==> src/shared/fep_defs.svh <==
// constants of the flash error status and program-flash protection block
// assumes: included by bare name wherever offsets or field bits are needed
`ifndef FEP_DEFS_SVH
`define FEP_DEFS_SVH

// register indices; byte address is four times the index
`define FEP_IDX_W          4
`define FEP_IDX_CONFIG     4'h4
`define FEP_IDX_ERR_CFG    4'h5
`define FEP_IDX_STATUS     4'h6
`define FEP_IDX_ERR_STAT   4'h7
`define FEP_IDX_PROT       4'h8
`define FEP_IDX_LSB        2

// field bit positions
`define FEP_SF_BIT         0
`define FEP_DF_BIT         1
`define FEP_IGN_SF_BIT     4
`define FEP_SF_IE_BIT      0
`define FEP_VIOL_BIT       4

// reset values
`define FEP_PROT_FULL      8'h7F
`define FEP_BYTE_ZERO      8'h00
`define FEP_WORD_ZERO      32'h00000000

// configuration byte address fetched during the reset sequence
`define FEP_CFG_ADDR       24'hFFFE0C

// program flash limits
`define FEP_PF_BASE        24'hFF8000
`define FEP_PF_TOP         24'hFFFFFF

// high window start per size code: 2, 4, 8, 16 KB ending at the top
`define FEP_HI_START0      24'hFFF800
`define FEP_HI_START1      24'hFFF000
`define FEP_HI_START2      24'hFFE000
`define FEP_HI_START3      24'hFFC000

// low window end per size code: 1, 2, 4, 8 KB from the base
`define FEP_LO_END0        24'hFF83FF
`define FEP_LO_END1        24'hFF87FF
`define FEP_LO_END2        24'hFF8FFF
`define FEP_LO_END3        24'hFF9FFF

// allowed scenario moves, bit index {from,to}, scenario {open,hdis,ldis}
`define FEP_TRANS_OK       64'hFF5A3C18080C0A0F

`endif

==> src/shared/fep_pkg.sv <==
// types of the flash error status and program-flash protection block
// assumes: compiled before any core file
package fep_pkg;

  // program-flash protection register layout, bit 7 down to bit 0
  typedef struct packed {
    logic       op_enable;
    logic       rsv_nv;
    logic       hi_dis;
    logic [1:0] hi_size;
    logic       lo_dis;
    logic [1:0] lo_size;
  } fep_prot_t;

  // one flash array read outcome, same clock domain
  typedef struct packed {
    logic done;
    logic single_err;
    logic double_err;
    logic busy_blk;
  } fep_rd_evt_t;

  // one program or erase request from the command engine
  typedef struct packed {
    logic        valid;
    logic        is_write;
    logic        is_blk_erase;
    logic [23:0] addr;
  } fep_cmd_t;

  typedef enum logic {fep_st_load, fep_st_run} fep_state_t;

endpackage

==> src/core/fep_range_check.sv <==
// address check against the program-flash protection windows
// assumes: purely combinational, registered by the caller
`timescale 1ns/1ps
`include "fep_defs.svh"

module fep_range_check (
  // protection setting
  input  wire fep_pkg::fep_prot_t prot,
  // address of a program or sector erase
  input  wire logic [23:0]        addr,
  // results
  output logic                    addr_prot,
  output logic                    block_prot
);

  logic [23:0] hi_start;
  logic [23:0] lo_end;
  logic        in_pf;
  logic        in_win;

  // window limits from the size codes
  always_comb begin
    case (prot.hi_size)
      2'h0:    hi_start = `FEP_HI_START0;
      2'h1:    hi_start = `FEP_HI_START1;
      2'h2:    hi_start = `FEP_HI_START2;
      default: hi_start = `FEP_HI_START3;
    endcase
    case (prot.lo_size)
      2'h0:    lo_end = `FEP_LO_END0;
      2'h1:    lo_end = `FEP_LO_END1;
      2'h2:    lo_end = `FEP_LO_END2;
      default: lo_end = `FEP_LO_END3;
    endcase
  end

  // enabled windows act as protected or unprotected by the enable bit
  always_comb begin
    in_pf  = (addr >= `FEP_PF_BASE) && (addr <= `FEP_PF_TOP);
    in_win = (!prot.hi_dis && (addr >= hi_start))
           || (!prot.lo_dis && (addr <= lo_end));
    if (!in_pf) begin
      addr_prot = 1'b0;
    end else if (prot.op_enable) begin
      addr_prot = in_win;
    end else begin
      addr_prot = !in_win;
    end
    // windows never cover the whole block, so open-low always leaves some
    block_prot = !(prot.op_enable && prot.hi_dis && prot.lo_dis);
  end

endmodule

==> src/core/fep_top.sv <==
// flash error status flags and program-flash protection register
// assumes: classic wishbone master on clk_sys, read path and command
// engine on the same clock, configuration byte delivered after reset
`timescale 1ns/1ps
`include "fep_defs.svh"

// How it works
// - double fault or busy-block read sets double flag
// - double flag cleared only by writing one
// - single fault sets single flag unless ignored
// - single flag cleared only by writing one
// - pending flag must be cleared first
// - flags stored two cycles after the read
// - error status readable, writable only to clear
// - protection writes accepted only when protection grows
// - protection loaded from configuration byte after reset
// - double fault on load leaves flash fully protected
// - protected program or erase rejected, violation set
// - block erase refused if any sector protected
// - enable and disables select protection scenario
// - high disable controls window at flash top
// - high size writable only while high disabled
// - high sizes 2, 4, 8, 16 KB
// - low disable controls window at flash base
// - low size writable only while low disabled
// - low sizes 1, 2, 4, 8 KB
// - single flag with enable requests interrupt
// - disallowed scenario transitions ignored whole
// - violation cleared by one, blocks new commands
module fep_top #(
  parameter int ADR_W = 6
) (
  // clock and reset
  input  wire logic                  clk_sys,
  input  wire logic                  rst,
  // wishbone slave
  input  wire logic                  wb_cyc_i,
  input  wire logic                  wb_stb_i,
  input  wire logic                  wb_we_i,
  input  wire logic [ADR_W-1:0]      wb_adr_i,
  input  wire logic [3:0]            wb_sel_i,
  input  wire logic [31:0]           wb_dat_i,
  output logic      [31:0]           wb_dat_o,
  output logic                       wb_ack_o,
  // array read outcomes
  input  wire fep_pkg::fep_rd_evt_t  rd_evt,
  // configuration byte fetch
  output logic                       cfg_fetch,
  output logic      [23:0]           cfg_addr,
  input  wire logic                  cfg_valid,
  input  wire logic [7:0]            cfg_byte,
  input  wire logic                  cfg_double_err,
  // command check
  input  wire fep_pkg::fep_cmd_t     cmd,
  output logic                       cmd_accept,
  output logic                       cmd_reject,
  // status out
  output logic                       single_fault_irq,
  output logic      [7:0]            prot_out
);

  // refused at elaboration: the index and byte-lane bits must both fit
  if (ADR_W < `FEP_IDX_W + `FEP_IDX_LSB) begin : g_adr_w_bad
    $error("ADR_W too small for the register map");
  end

  fep_pkg::fep_state_t  state;
  fep_pkg::fep_prot_t   prot;
  fep_pkg::fep_prot_t   next_prot;
  fep_pkg::fep_prot_t   wr_fields;
  fep_pkg::fep_rd_evt_t rd_stage;
  logic                 single_fault_flag;
  logic                 double_fault_flag;
  logic                 ignore_single_fault;
  logic                 single_fault_irq_enable;
  logic                 protection_violation_flag;
  logic                 addr_prot;
  logic                 block_prot;
  logic                 bus_req;
  logic                 wr_lane0;
  logic [`FEP_IDX_W-1:0] idx;
  logic [7:0]           wr_byte;
  logic                 wr_err_stat;
  logic                 wr_status;
  logic                 wr_prot;
  logic                 cmd_bad;
  logic                 cmd_go;
  logic [31:0]          rd_word;

  // a new bus cycle is taken once; ack drops the request for one cycle
  assign bus_req     = wb_cyc_i && wb_stb_i && !wb_ack_o;
  assign idx         = wb_adr_i[`FEP_IDX_LSB +: `FEP_IDX_W];
  assign wr_lane0    = bus_req && wb_we_i && wb_sel_i[0];
  assign wr_byte     = wb_dat_i[7:0];
  assign wr_fields   = wr_byte;
  assign wr_err_stat = wr_lane0 && (idx == `FEP_IDX_ERR_STAT);
  assign wr_status   = wr_lane0 && (idx == `FEP_IDX_STATUS);
  assign wr_prot     = wr_lane0 && (idx == `FEP_IDX_PROT);

  fep_range_check u_range (
    .prot       (prot),
    .addr       (cmd.addr),
    .addr_prot  (addr_prot),
    .block_prot (block_prot)
  );

  // scenario move lookup, scenario number is {enable, hdis, ldis}
  function automatic logic trans_ok(input logic [2:0] from_s,
                                    input logic [2:0] to_s);
    logic [63:0] tbl;
    tbl = `FEP_TRANS_OK;
    return tbl[{from_s, to_s}];
  endfunction

  // reset sequence: wait for the configuration byte, then run
  always_ff @(posedge clk_sys) begin
    if (rst) begin
      state <= fep_pkg::fep_st_load;
    end else begin
      case (state)
        fep_pkg::fep_st_load: begin
          if (cfg_valid) begin
            state <= fep_pkg::fep_st_run;
          end
        end
        fep_pkg::fep_st_run: state <= fep_pkg::fep_st_run;
        default:             state <= fep_pkg::fep_st_load;
      endcase
    end
  end

  // fetch request runs while loading; address is a fixed constant
  always_ff @(posedge clk_sys) begin
    if (rst) begin
      cfg_fetch <= 1'b1;
      cfg_addr  <= `FEP_CFG_ADDR;
    end else begin
      cfg_fetch <= (state == fep_pkg::fep_st_load) && !cfg_valid;
      cfg_addr  <= `FEP_CFG_ADDR;
    end
  end

  // candidate protection value from a software write
  always_comb begin
    next_prot           = prot;
    next_prot.op_enable = wr_fields.op_enable;
    next_prot.hi_dis    = wr_fields.hi_dis;
    next_prot.lo_dis    = wr_fields.lo_dis;
    // reserved bit keeps its loaded value
    next_prot.rsv_nv    = prot.rsv_nv;
    if (prot.hi_dis) begin
      next_prot.hi_size = wr_fields.hi_size;
    end
    if (prot.lo_dis) begin
      next_prot.lo_size = wr_fields.lo_size;
    end
  end

  // protection register: loaded at reset sequence, only grows after
  always_ff @(posedge clk_sys) begin
    if (rst) begin
      prot <= `FEP_PROT_FULL;
    end else if (state == fep_pkg::fep_st_load) begin
      if (cfg_valid && cfg_double_err) begin
        prot <= `FEP_PROT_FULL;
      end else if (cfg_valid) begin
        prot <= cfg_byte;
      end
    end else if (wr_prot && trans_ok({prot.op_enable, prot.hi_dis,
                                      prot.lo_dis},
                                     {next_prot.op_enable, next_prot.hi_dis,
                                      next_prot.lo_dis})) begin
      prot <= next_prot;
    end
  end

  // read outcomes are staged one cycle before reaching the flags
  always_ff @(posedge clk_sys) begin
    if (rst) begin
      rd_stage <= '0;
    end else begin
      rd_stage.done       <= rd_evt.done;
      rd_stage.double_err <= rd_evt.done
                          && (rd_evt.double_err || rd_evt.busy_blk);
      rd_stage.single_err <= rd_evt.done && !ignore_single_fault
                          && (rd_evt.single_err || rd_evt.busy_blk);
      rd_stage.busy_blk   <= rd_evt.done && rd_evt.busy_blk;
    end
  end

  // sticky flags; a new fault wins over a same-cycle clear
  always_ff @(posedge clk_sys) begin
    if (rst) begin
      double_fault_flag <= 1'b0;
      single_fault_flag <= 1'b0;
    end else begin
      double_fault_flag <= rd_stage.double_err
        || (double_fault_flag
            && !(wr_err_stat && wr_byte[`FEP_DF_BIT]));
      single_fault_flag <= rd_stage.single_err
        || (single_fault_flag
            && !(wr_err_stat && wr_byte[`FEP_SF_BIT]));
    end
  end

  // configuration bits kept here: ignore single fault, irq enable
  always_ff @(posedge clk_sys) begin
    if (rst) begin
      ignore_single_fault     <= 1'b0;
      single_fault_irq_enable <= 1'b0;
    end else begin
      if (wr_lane0 && (idx == `FEP_IDX_CONFIG)) begin
        ignore_single_fault <= wr_byte[`FEP_IGN_SF_BIT];
      end
      if (wr_lane0 && (idx == `FEP_IDX_ERR_CFG)) begin
        single_fault_irq_enable <= wr_byte[`FEP_SF_IE_BIT];
      end
    end
  end

  // interrupt follows the flag one cycle later
  always_ff @(posedge clk_sys) begin
    if (rst) begin
      single_fault_irq <= 1'b0;
    end else begin
      single_fault_irq <= single_fault_flag
                       && single_fault_irq_enable;
    end
  end

  // command check; a pending violation refuses without a new flag
  assign cmd_go  = cmd.valid && (state == fep_pkg::fep_st_run);
  assign cmd_bad = (cmd.is_write && addr_prot)
                || (cmd.is_blk_erase && block_prot);

  always_ff @(posedge clk_sys) begin
    if (rst) begin
      cmd_accept <= 1'b0;
      cmd_reject <= 1'b0;
    end else begin
      cmd_accept <= cmd_go && !protection_violation_flag && !cmd_bad;
      cmd_reject <= cmd_go
                 && (protection_violation_flag || cmd_bad);
    end
  end

  // violation flag, set only while clear, so a write-one clear always takes effect
  always_ff @(posedge clk_sys) begin
    if (rst) begin
      protection_violation_flag <= 1'b0;
    end else begin
      protection_violation_flag <=
        (cmd_go && !protection_violation_flag && cmd_bad)
        || (protection_violation_flag
            && !(wr_status && wr_byte[`FEP_VIOL_BIT]));
    end
  end

  // read mux; unmapped indices read zero
  always_comb begin
    rd_word = `FEP_WORD_ZERO;
    case (idx)
      `FEP_IDX_CONFIG:   rd_word[`FEP_IGN_SF_BIT] = ignore_single_fault;
      `FEP_IDX_ERR_CFG:  rd_word[`FEP_SF_IE_BIT] = single_fault_irq_enable;
      `FEP_IDX_STATUS:   rd_word[`FEP_VIOL_BIT] = protection_violation_flag;
      `FEP_IDX_ERR_STAT: begin
        rd_word[`FEP_DF_BIT] = double_fault_flag;
        rd_word[`FEP_SF_BIT] = single_fault_flag;
      end
      `FEP_IDX_PROT:     rd_word[7:0] = prot;
      default:           rd_word = `FEP_WORD_ZERO;
    endcase
  end

  // one-cycle registered answer to every access, mapped or not
  always_ff @(posedge clk_sys) begin
    if (rst) begin
      wb_ack_o <= 1'b0;
      wb_dat_o <= `FEP_WORD_ZERO;
    end else begin
      wb_ack_o <= bus_req;
      if (bus_req && !wb_we_i) begin
        wb_dat_o <= rd_word;
      end
    end
  end

  // protection value mirrored out from its own flop
  always_ff @(posedge clk_sys) begin
    if (rst) begin
      prot_out <= `FEP_PROT_FULL;
    end else begin
      prot_out <= prot;
    end
  end
endmodule

==> config.mk <==
export PLATFORM = sky130hd
export DESIGN_NAME = fep_top
export DESIGN_NICKNAME = d
export VERILOG_FILES = /design/src/shared/fep_pkg.sv /design/src/core/fep_range_check.sv /design/src/core/fep_top.sv
export VERILOG_INCLUDE_DIRS = /design/src /design/src/shared
export SDC_FILE = /design/constraint.sdc
export NUM_CORES = 1
export LEC_CHECK = 0
export BUFFER_PORTS_ARGS = -buffer_cell sky130_fd_sc_hd__buf_4
export CAP_MARGIN = 10
export CORE_MARGIN = 5
export CORE_UTILIZATION = 30
export CTS_BUF_LIST = sky130_fd_sc_hd__clkbuf_16
export CTS_CLUSTER_DIAMETER = 50
export DETAILED_ROUTE_END_ITERATION = 6
export GPL_TIMING_DRIVEN = 0
export SYNTH_ARGS = -nofsm -noshare
export SYNTH_HDL_FRONTEND = slang
export SYNTH_SLANG_ARGS = --single-unit
==> constraint.sdc <==
create_clock -name clk_sys -period 1.71 [get_ports clk_sys]
set_input_delay 0.342 -clock clk_sys [delete_from_list [all_inputs] [get_ports clk_sys]]
set_output_delay 0.342 -clock clk_sys [all_outputs]
set_load 0.05 [all_outputs]
==> impl_summary.txt, run 1 <==
----------------------------------------------------
[Run status]
  Status ... finished with violations
  Violated checks ... setup timing

[Logic synthesis]
  Cell count after synthesis ... about 260
  Top cell type's share of synthesized area ... 0.3322
  Number of distinct library cells after synthesis ... between 50 and 60
  Most common cell in the synthesized netlist ... sky130_fd_sc_hd__buf_4
  Share of flip-flops with an asynchronous set or reset ... 0
  Avg Inst Size Synth ... about 8.5 sq um
  Number of synthesized register bits ... 37
  Sequential area share after synthesis ... 0.3322
  Cell taking the most area after synthesis ... sky130_fd_sc_hd__dfxtp_1
  Dominant cells by area after synthesis ... sky130_fd_sc_hd__dfxtp_1, sky130_fd_sc_hd__buf_4, sky130_fd_sc_hd__nor2_1
  Leading cell types by count after synthesis ... sky130_fd_sc_hd__buf_4, sky130_fd_sc_hd__dfxtp_1, sky130_fd_sc_hd__nor2_1
  Combined area of all synthesized cells ... between 0.002 and 0.0025 sq mm
  Synthesis warning total ... 0
  EDFF count, synth ... 0
  Leading register cell type out of synthesis ... sky130_fd_sc_hd__dfxtp_1

[Worst setup path]
  Maximum net fanout on the critical path ... 4
  Count of cells along the worst register-to-register path ... 7
  CP Capture Type ... register
  Cell type of the slowest stage on the worst timing path ... sky130_fd_sc_hd__a2111oi_4
  Cells traversed along the worst timing path ... inv_4 > ha_4 > a21o_1 > a2111oi_4 > o2111a_1 > a211oi_2 > and3b_1
  Worst Setup Path Type ... reg -> reg
  Arrival time of the worst setup path ... ~2000 ps
  Nature of the critical path startpoint ... register
  Worst reg2reg setup slack ... -80 ps
  Critical path's largest stage delay ... 390 ps
  Data required time at the worst endpoint ... around 1900 ps

[Global routing]
  Antenna violations before repair ... 0
  Largest net degree at the start of global routing ... 13
  Overall track demand over capacity in global routing ... 0.1346
  Remaining global-route overflow ... 0
  Global-route wire length before repair ... approximately 9600 um
  Via count of the first global-routing pass ... 2,063

[STA]
  Worst path setup slack after routing ... -79.16 ps
  Relative slew slack ... 0.6067
  Highest clock frequency the design can meet ... 558.9 MHz
  Transition time of the tightest slew-check pin ... about 580 ps
  Final setup viols ... 6
  Setup TNS ... -185.6 ps
  Final slew viol count ... 0
  Min cycle time layout ... 1789 ps
  Final setup skew ... between 2 and 2.5 ps
  RSZ-0062 raised after global routing ... yes
  Share of the cycle needed by the critical path after routing ... 1.046
  Number of hold-slack violations in the final timing report ... 0

[Place]
  Placed cell count ... 485
  GP Congestion ... around 0.83
  Port Buf Inserts ... 77
  Place WS ... -340.8 ps
  Detailed placer's ending HPWL ... just over 5000 um

[Die]
  Area inside the core boundary ... 0.007253 sq mm
  IO Pins ... ~160
  Site Rows ... 31
  Die area ... slightly above 0.009 sq mm
  Die Span X ... around 96 um
  Height of the die ... about 96 um
  Initial Utilization ... 0.3074

[Routing]
  DR pass1 iterations ... 4
  Wire length on met3 ... just over 600 um
  Number of nets with antenna violations after detailed routing ... 0
  Post-route DRC violation count ... 0
  M1 wire length ... between 2000 and 3000 um
  Count of vias placed by the detailed router ... approximately 2.2k
  Highest metal used ... met4
  Iteration-0 DRC count of the detailed router ... 80
  Routed wire length on met2 ... 3303 um
  Average wire length per cell after detail routing ... about 13 um
  Total routed wirelength ... about 6600 um
  Via-per-instance ratio ... 4.353

[Clock network]
  TritonCTS Buffers ... 5
  Number of levels the H-tree was split into ... 2
  Num Clock Sinks ... 37
  Clk slew on worst S/H paths ... approximately 60 ps
  TritonCTS clock tree ... built
  Worst skew pair latency ... around 280 ps
  Clock root buffer master ... sky130_fd_sc_hd__clkbuf_16
  Worst-case clock buffer depth ... 2

[Pwr]
  Design Power ... 2.773 mW
  Cell area power density ... 786.7 mW/mm^2
  Lkg Pwr ... 1.607 nW
  Max rail drop VDD ... ~0.45 mV

[Final layout]
  Filler cells ... 702
  Share of post-route cells with drive strength above 1 ... 0.4433
  Net total in the final layout ... slightly below 500
  Core Util, Final ... 0.4859
  Area taken by multi-input logic gates ... between 0.001 and 0.0015 sq mm
  Area growth from synthesis to layout ... 58.08%
  Non-filler instance count after layout ... 496
  Number of diodes added for antenna fixing ... 0
  Area taken by flip-flops and latches ... 755.7 sq um

[Hold path]
  Cell count of the worst hold path ... 2
  Hold Crit Class ... in -> reg

[Run]
  Max-cap violations ... 0

----------------------------------------------------
[report_power, final]
part           internal, mW  switching, mW
clock network         0.682          0.350
registers             0.901         0.0303
logic                 0.311          0.499
[repair_timing]
item | 4_1_cts | 5_1_grt
pin swaps | 10 | 15
hold buffers | 0 | 0
endpoints found under the setup margin | 10 | 10
gates cloned | 0 | 0
buffers inserted | 3 | 1
resized for setup | 18 | 24
[placed cells by master (no fill, tap or decap), types with 2 or more instances in the layout]
master and instances:
sky130_fd_sc_hd__a211oi_1 2, sky130_fd_sc_hd__a211oi_2 2, sky130_fd_sc_hd__a21boi_1 2, sky130_fd_sc_hd__a21o_1 2, sky130_fd_sc_hd__a21oi_1 7, sky130_fd_sc_hd__a22oi_1 5
sky130_fd_sc_hd__and2_1 3, sky130_fd_sc_hd__and3b_1 3, sky130_fd_sc_hd__buf_4 129, sky130_fd_sc_hd__clkbuf_1 6, sky130_fd_sc_hd__clkbuf_16 5, sky130_fd_sc_hd__conb_1 48
sky130_fd_sc_hd__dfxtp_1 31, sky130_fd_sc_hd__dfxtp_2 3, sky130_fd_sc_hd__dfxtp_4 3, sky130_fd_sc_hd__ha_1 4, sky130_fd_sc_hd__ha_4 3, sky130_fd_sc_hd__inv_1 4
sky130_fd_sc_hd__inv_2 2, sky130_fd_sc_hd__mux2_4 5, sky130_fd_sc_hd__mux2i_1 2, sky130_fd_sc_hd__nand2_1 15, sky130_fd_sc_hd__nand2b_1 3, sky130_fd_sc_hd__nand3_1 4
sky130_fd_sc_hd__nand4_1 5, sky130_fd_sc_hd__nand4bb_1 2, sky130_fd_sc_hd__nor2_1 25, sky130_fd_sc_hd__nor2_2 2, sky130_fd_sc_hd__nor2b_1 2, sky130_fd_sc_hd__nor3_1 7
sky130_fd_sc_hd__nor3_4 2, sky130_fd_sc_hd__nor4_1 3, sky130_fd_sc_hd__o211ai_1 9, sky130_fd_sc_hd__o21a_1 3, sky130_fd_sc_hd__o21ai_1 4, sky130_fd_sc_hd__or2_1 5
[state kept, by name, summed over array words and instances (netlist names)]
signal and count:
next_prot 1, cmd_reject 1, cmd_accept 1, ignore_single_fault 1, cfg_fetch 1, protection_violation_flag 1
single_fault_irq 1, wb_dat_o 8, prot_out 8, rd_stage 2, prot 7, state 1
single_fault_irq_enable 1, single_fault_flag 1, wb_ack_o 1, double_fault_flag 1
[metal layers]
layer | vias up | GRT usage
li1 | 1101 | -
met1 | 955 | 0.1560
met2 | 92 | 0.2294
met3 | 11 | 0.04457
met4 | 0 | 0.04858
met5 | - | 0
[final timing paths]
| check | endpoint | from |
|---|---|---|
| hold / removal | cfg_fetch | cfg_valid |
| hold reg to reg | double_fault_flag | rd_stage[1] |
| setup reg to reg | cmd_accept | prot[1] |
| setup / recovery | cmd_accept | prot[1] |
[critical path: cells and delay by family, from the launching register on]
| family | cells | cell delay, ps |
|---|---|---|
| compound gates | 4 | 860 |
| fa+ha+maj | 1 | 210 |
| buf+inv | 1 | 40 |
| flops | 1 | 380 |
| simple gates | 1 | 190 |
[cell families after synthesis]
group	share of synthesized area
compound gates	0.1594
buf+inv	0.1914
fa+ha+maj	0.04490
simple gates	0.2295
other cells	0.003368
mux	0.03928
flops	0.3322
[cell type report]
type | instances | area share
timing repair buffer | 81 | 0.1725
sequential | 37 | 0.2144
buffer | 57 | 0.1132
inverter | 7 | 0.008165
clock inverter | 3 | 0.01171
multi-input combinational | 207 | 0.4093
tap | 99 | 0.03514
clock buffer | 5 | 0.03550
[stage by stage]
step,instance area [sq um],hold slack [ps]
6_report,3525,269.3
5_1_grt,3525,269.4
4_1_cts,3395,266.4
3_5_place_dp,3112,423.2
3_3_place_gp,3112,424.1
2_1_floorplan,2410,417.8
Note: power is estimated with default switching activity, not from simulation.
==> inputs of run 2 (changes only) <==
Settings changed: GPL_TIMING_DRIVEN 0 to not set.
==> run 2 against run 1 <==
  * The flow still finishes with violations (setup timing)
  * Utilization down 4.1 points
  * Largest cell class unchanged
  * Final cell count down 7.1%
  * Worst hold slack worse by 1.2 ps
  * Sequential share of layout area up 1.6 points
  * Setup slack better by 11 ps
  * Largest power group unchanged
==> impl_summary.txt, run 2 (synthesis results as in run 1) <==
----------------------------------------------------
[Run status]
  Status ... finished with violations
  Violated checks ... setup timing

[Worst setup path]
  Maximum net fanout on the critical path ... 3 (-1)
  Arrival time of the worst setup path ... 1970 ps (about the same)
  Data required time at the worst endpoint ... 1900 ps (+20 ps)
  CP Capture Type ... register
  Nature of the critical path startpoint ... register
  Worst Setup Path Type ... reg -> reg

[Routing]
  Average wire length per cell after detail routing ... 13.48 um (+1.9%)
  Highest metal used ... met4
  DR pass1 iterations ... 4 (unchanged)
  Post-route DRC violation count ... 0 (unchanged)
  Total routed wirelength ... 6213 um (-5.3%)
  Routed wire length on met2 ... 3101 um (-6.1%)
  Number of nets with antenna violations after detailed routing ... 0 (unchanged)
  Count of vias placed by the detailed router ... 2,034 (-5.8%)
  M1 wire length ... 2492 um (-1.6%)
  Iteration-0 DRC count of the detailed router ... 98 (+23%)
  Wire length on met3 ... 511 um (-17%)
  Via-per-instance ratio ... 4.412 (+1.4%)

[STA]
  Final setup viols ... 2 (-4)
  Number of hold-slack violations in the final timing report ... 0 (unchanged)
  Highest clock frequency the design can meet ... 562.2 MHz (+0.60%)
  Final setup skew ... 4.323 ps (+2.194 ps)
  Share of the cycle needed by the critical path after routing ... 1.040 (-0.006189)
  Worst path setup slack after routing ... -68.58 ps (+10.58 ps)
  Min cycle time layout ... 1779 ps (-10.58 ps)
  RSZ-0062 raised after global routing ... yes
  Final slew viol count ... 0 (unchanged)
  Post-Route Hold Slack ... 268.1 ps (-1.189 ps)
  Setup TNS ... -125.7 ps (+59.91 ps)

[Clock network]
  Worst-case clock buffer depth ... 2 (unchanged)
  TritonCTS clock tree ... built
  Number of levels the H-tree was split into ... 2 (unchanged)
  Num Clock Sinks ... 37 (unchanged)
  Clock root buffer master ... sky130_fd_sc_hd__clkbuf_16
  Worst skew pair latency ... 280 ps (about the same)
  TritonCTS Buffers ... 5 (unchanged)
  Clk slew on worst S/H paths ... 60 ps (about the same)
  CTS Hold Bufs ... 0 (unchanged)

[Place]
  GP Congestion ... 0.8162 (-1.1%)
  Port Buf Inserts ... 78 (+1.3%)
  Detailed placer's ending HPWL ... 4991 um (-3.1%)
  Area post-placement ... 0.002884 sq mm (-7.3%)
  Place WS ... -201.8 ps (+139.0 ps)
  Placed cell count ... 450 (-7.2%)

[Final layout]
  Core Util, Final ... 0.4447 (-0.04123)
  Cell area after layout ... 0.003226 sq mm (-8.5%)
  Share of post-route cells with drive strength above 1 ... 0.3812 (-0.06211)
  Registers with the most flip-flops ... prot_out: 8 flops, wb_dat_o: 8 flops, prot: 7 flops
  Most frequent standard cell in the layout excluding fill and tap cells ... sky130_fd_sc_hd__buf_4
  Filler cells ... 747 (+6.4%)
  Net total in the final layout ... 457 (-7.1%)
  Non-filler instance count after layout ... 461 (-7.1%)
  Number of diodes added for antenna fixing ... 0 (unchanged)
  Top library cells by usage in the layout, fill and taps aside ... sky130_fd_sc_hd__buf_4, sky130_fd_sc_hd__conb_1, sky130_fd_sc_hd__dfxtp_1
  Area growth from synthesis to layout ... 44.67%

[Die]
  Area inside the core boundary ... 0.007253 sq mm (unchanged)
  Initial Utilization ... 0.3074 (unchanged)
  Die area ... 0.009256 sq mm (unchanged)
  IO Pins ... 157 (unchanged)
  Site Rows ... 31 (unchanged)
  Height of the die ... 96.21 um (unchanged)
  Die Span X ... 96.21 um (unchanged)

[Global routing]
  Global-route wire length before repair ... 9321 um (-2.8%)
  Antenna violations before repair ... 0 (unchanged)
  Remaining global-route overflow ... 0 (unchanged)
  Overall track demand over capacity in global routing ... 0.1304 (-0.004174)
  Largest net degree at the start of global routing ... 21 (+8)
  Via count of the first global-routing pass ... 2,021 (-2.0%)

[Pwr]
  Max rail drop VDD ... 0.4504 mV (+1.2%)
  Lkg Pwr ... 1.452 nW (-9.6%)
  Design Power ... 2.708 mW (-2.3%)
  Cell area power density ... 839.5 mW/mm^2 (+6.7%)

[Run]
  Max-cap violations ... 0 (unchanged)

[Hold path]
  Hold Crit Class ... in -> reg

----------------------------------------------------
[run 2: cell types whose count changed in the layout (fill, tap and decap cells not counted), moves of 2 or more]
cell	previous run	this run
sky130_fd_sc_hd__mux2_1	1	3
sky130_fd_sc_hd__buf_4	129	102
sky130_fd_sc_hd__clkbuf_1	6	0
sky130_fd_sc_hd__dfxtp_1	31	34
sky130_fd_sc_hd__dfxtp_4	3	0
sky130_fd_sc_hd__mux2_4	5	3
[run 2: worst paths after layout]
path,startpoint,end,slack (ps),cells after the start
setup reg to reg,prot[1],protection_violation_flag,-70,8
hold reg to reg,rd_stage[2],single_fault_flag,440,1
hold / removal,rd_evt[1],rd_stage[1],270,3
setup / recovery,prot[1],protection_violation_flag,-70,8
[run 2: final cells by class]
type	instances	area, sq um	share of cell area
clock buffer	5	125.1	0.03879
clock inverter	3	46.29	0.01435
inverter	7	26.28	0.008146
multi-input combinational	207	1383	0.4286
sequential	37	744.5	0.2308
tap	99	123.9	0.03840
timing repair buffer	103	777.0	0.2409
[run 2: power by group]
part,internal [mW],leakage [nW],switching (mW)
logic,0.254,1.07,0.483
registers,0.901,0.302,0.0269
clock network,0.689,0.0800,0.353
[run 2: worst max-delay path, stage by stage, from the launching register on]
cell                       delay, ps
sky130_fd_sc_hd__dfxtp_2         350
sky130_fd_sc_hd__buf_6           120
sky130_fd_sc_hd__nand2_4          50
sky130_fd_sc_hd__ha_4            280
sky130_fd_sc_hd__nand4_1         130
sky130_fd_sc_hd__nor4_4          260
sky130_fd_sc_hd__o2111a_1        220
sky130_fd_sc_hd__a211oi_2         50
sky130_fd_sc_hd__a211oi_1        230
[run 2: per-layer routing]
metal,track usage,up-vias
met5,0,-
met2,0.2283,89
met3,0.03049,10
met1,0.1575,903
met4,0.03791,0
li1,-,1032
[run 2: repair_timing]
action                                 CTS  global route
setup endpoints to repair                7            11
setup buffers                            2             1
resized for setup                       15             9
pin swaps                               10             9
endpoints found under the hold margin    0             0
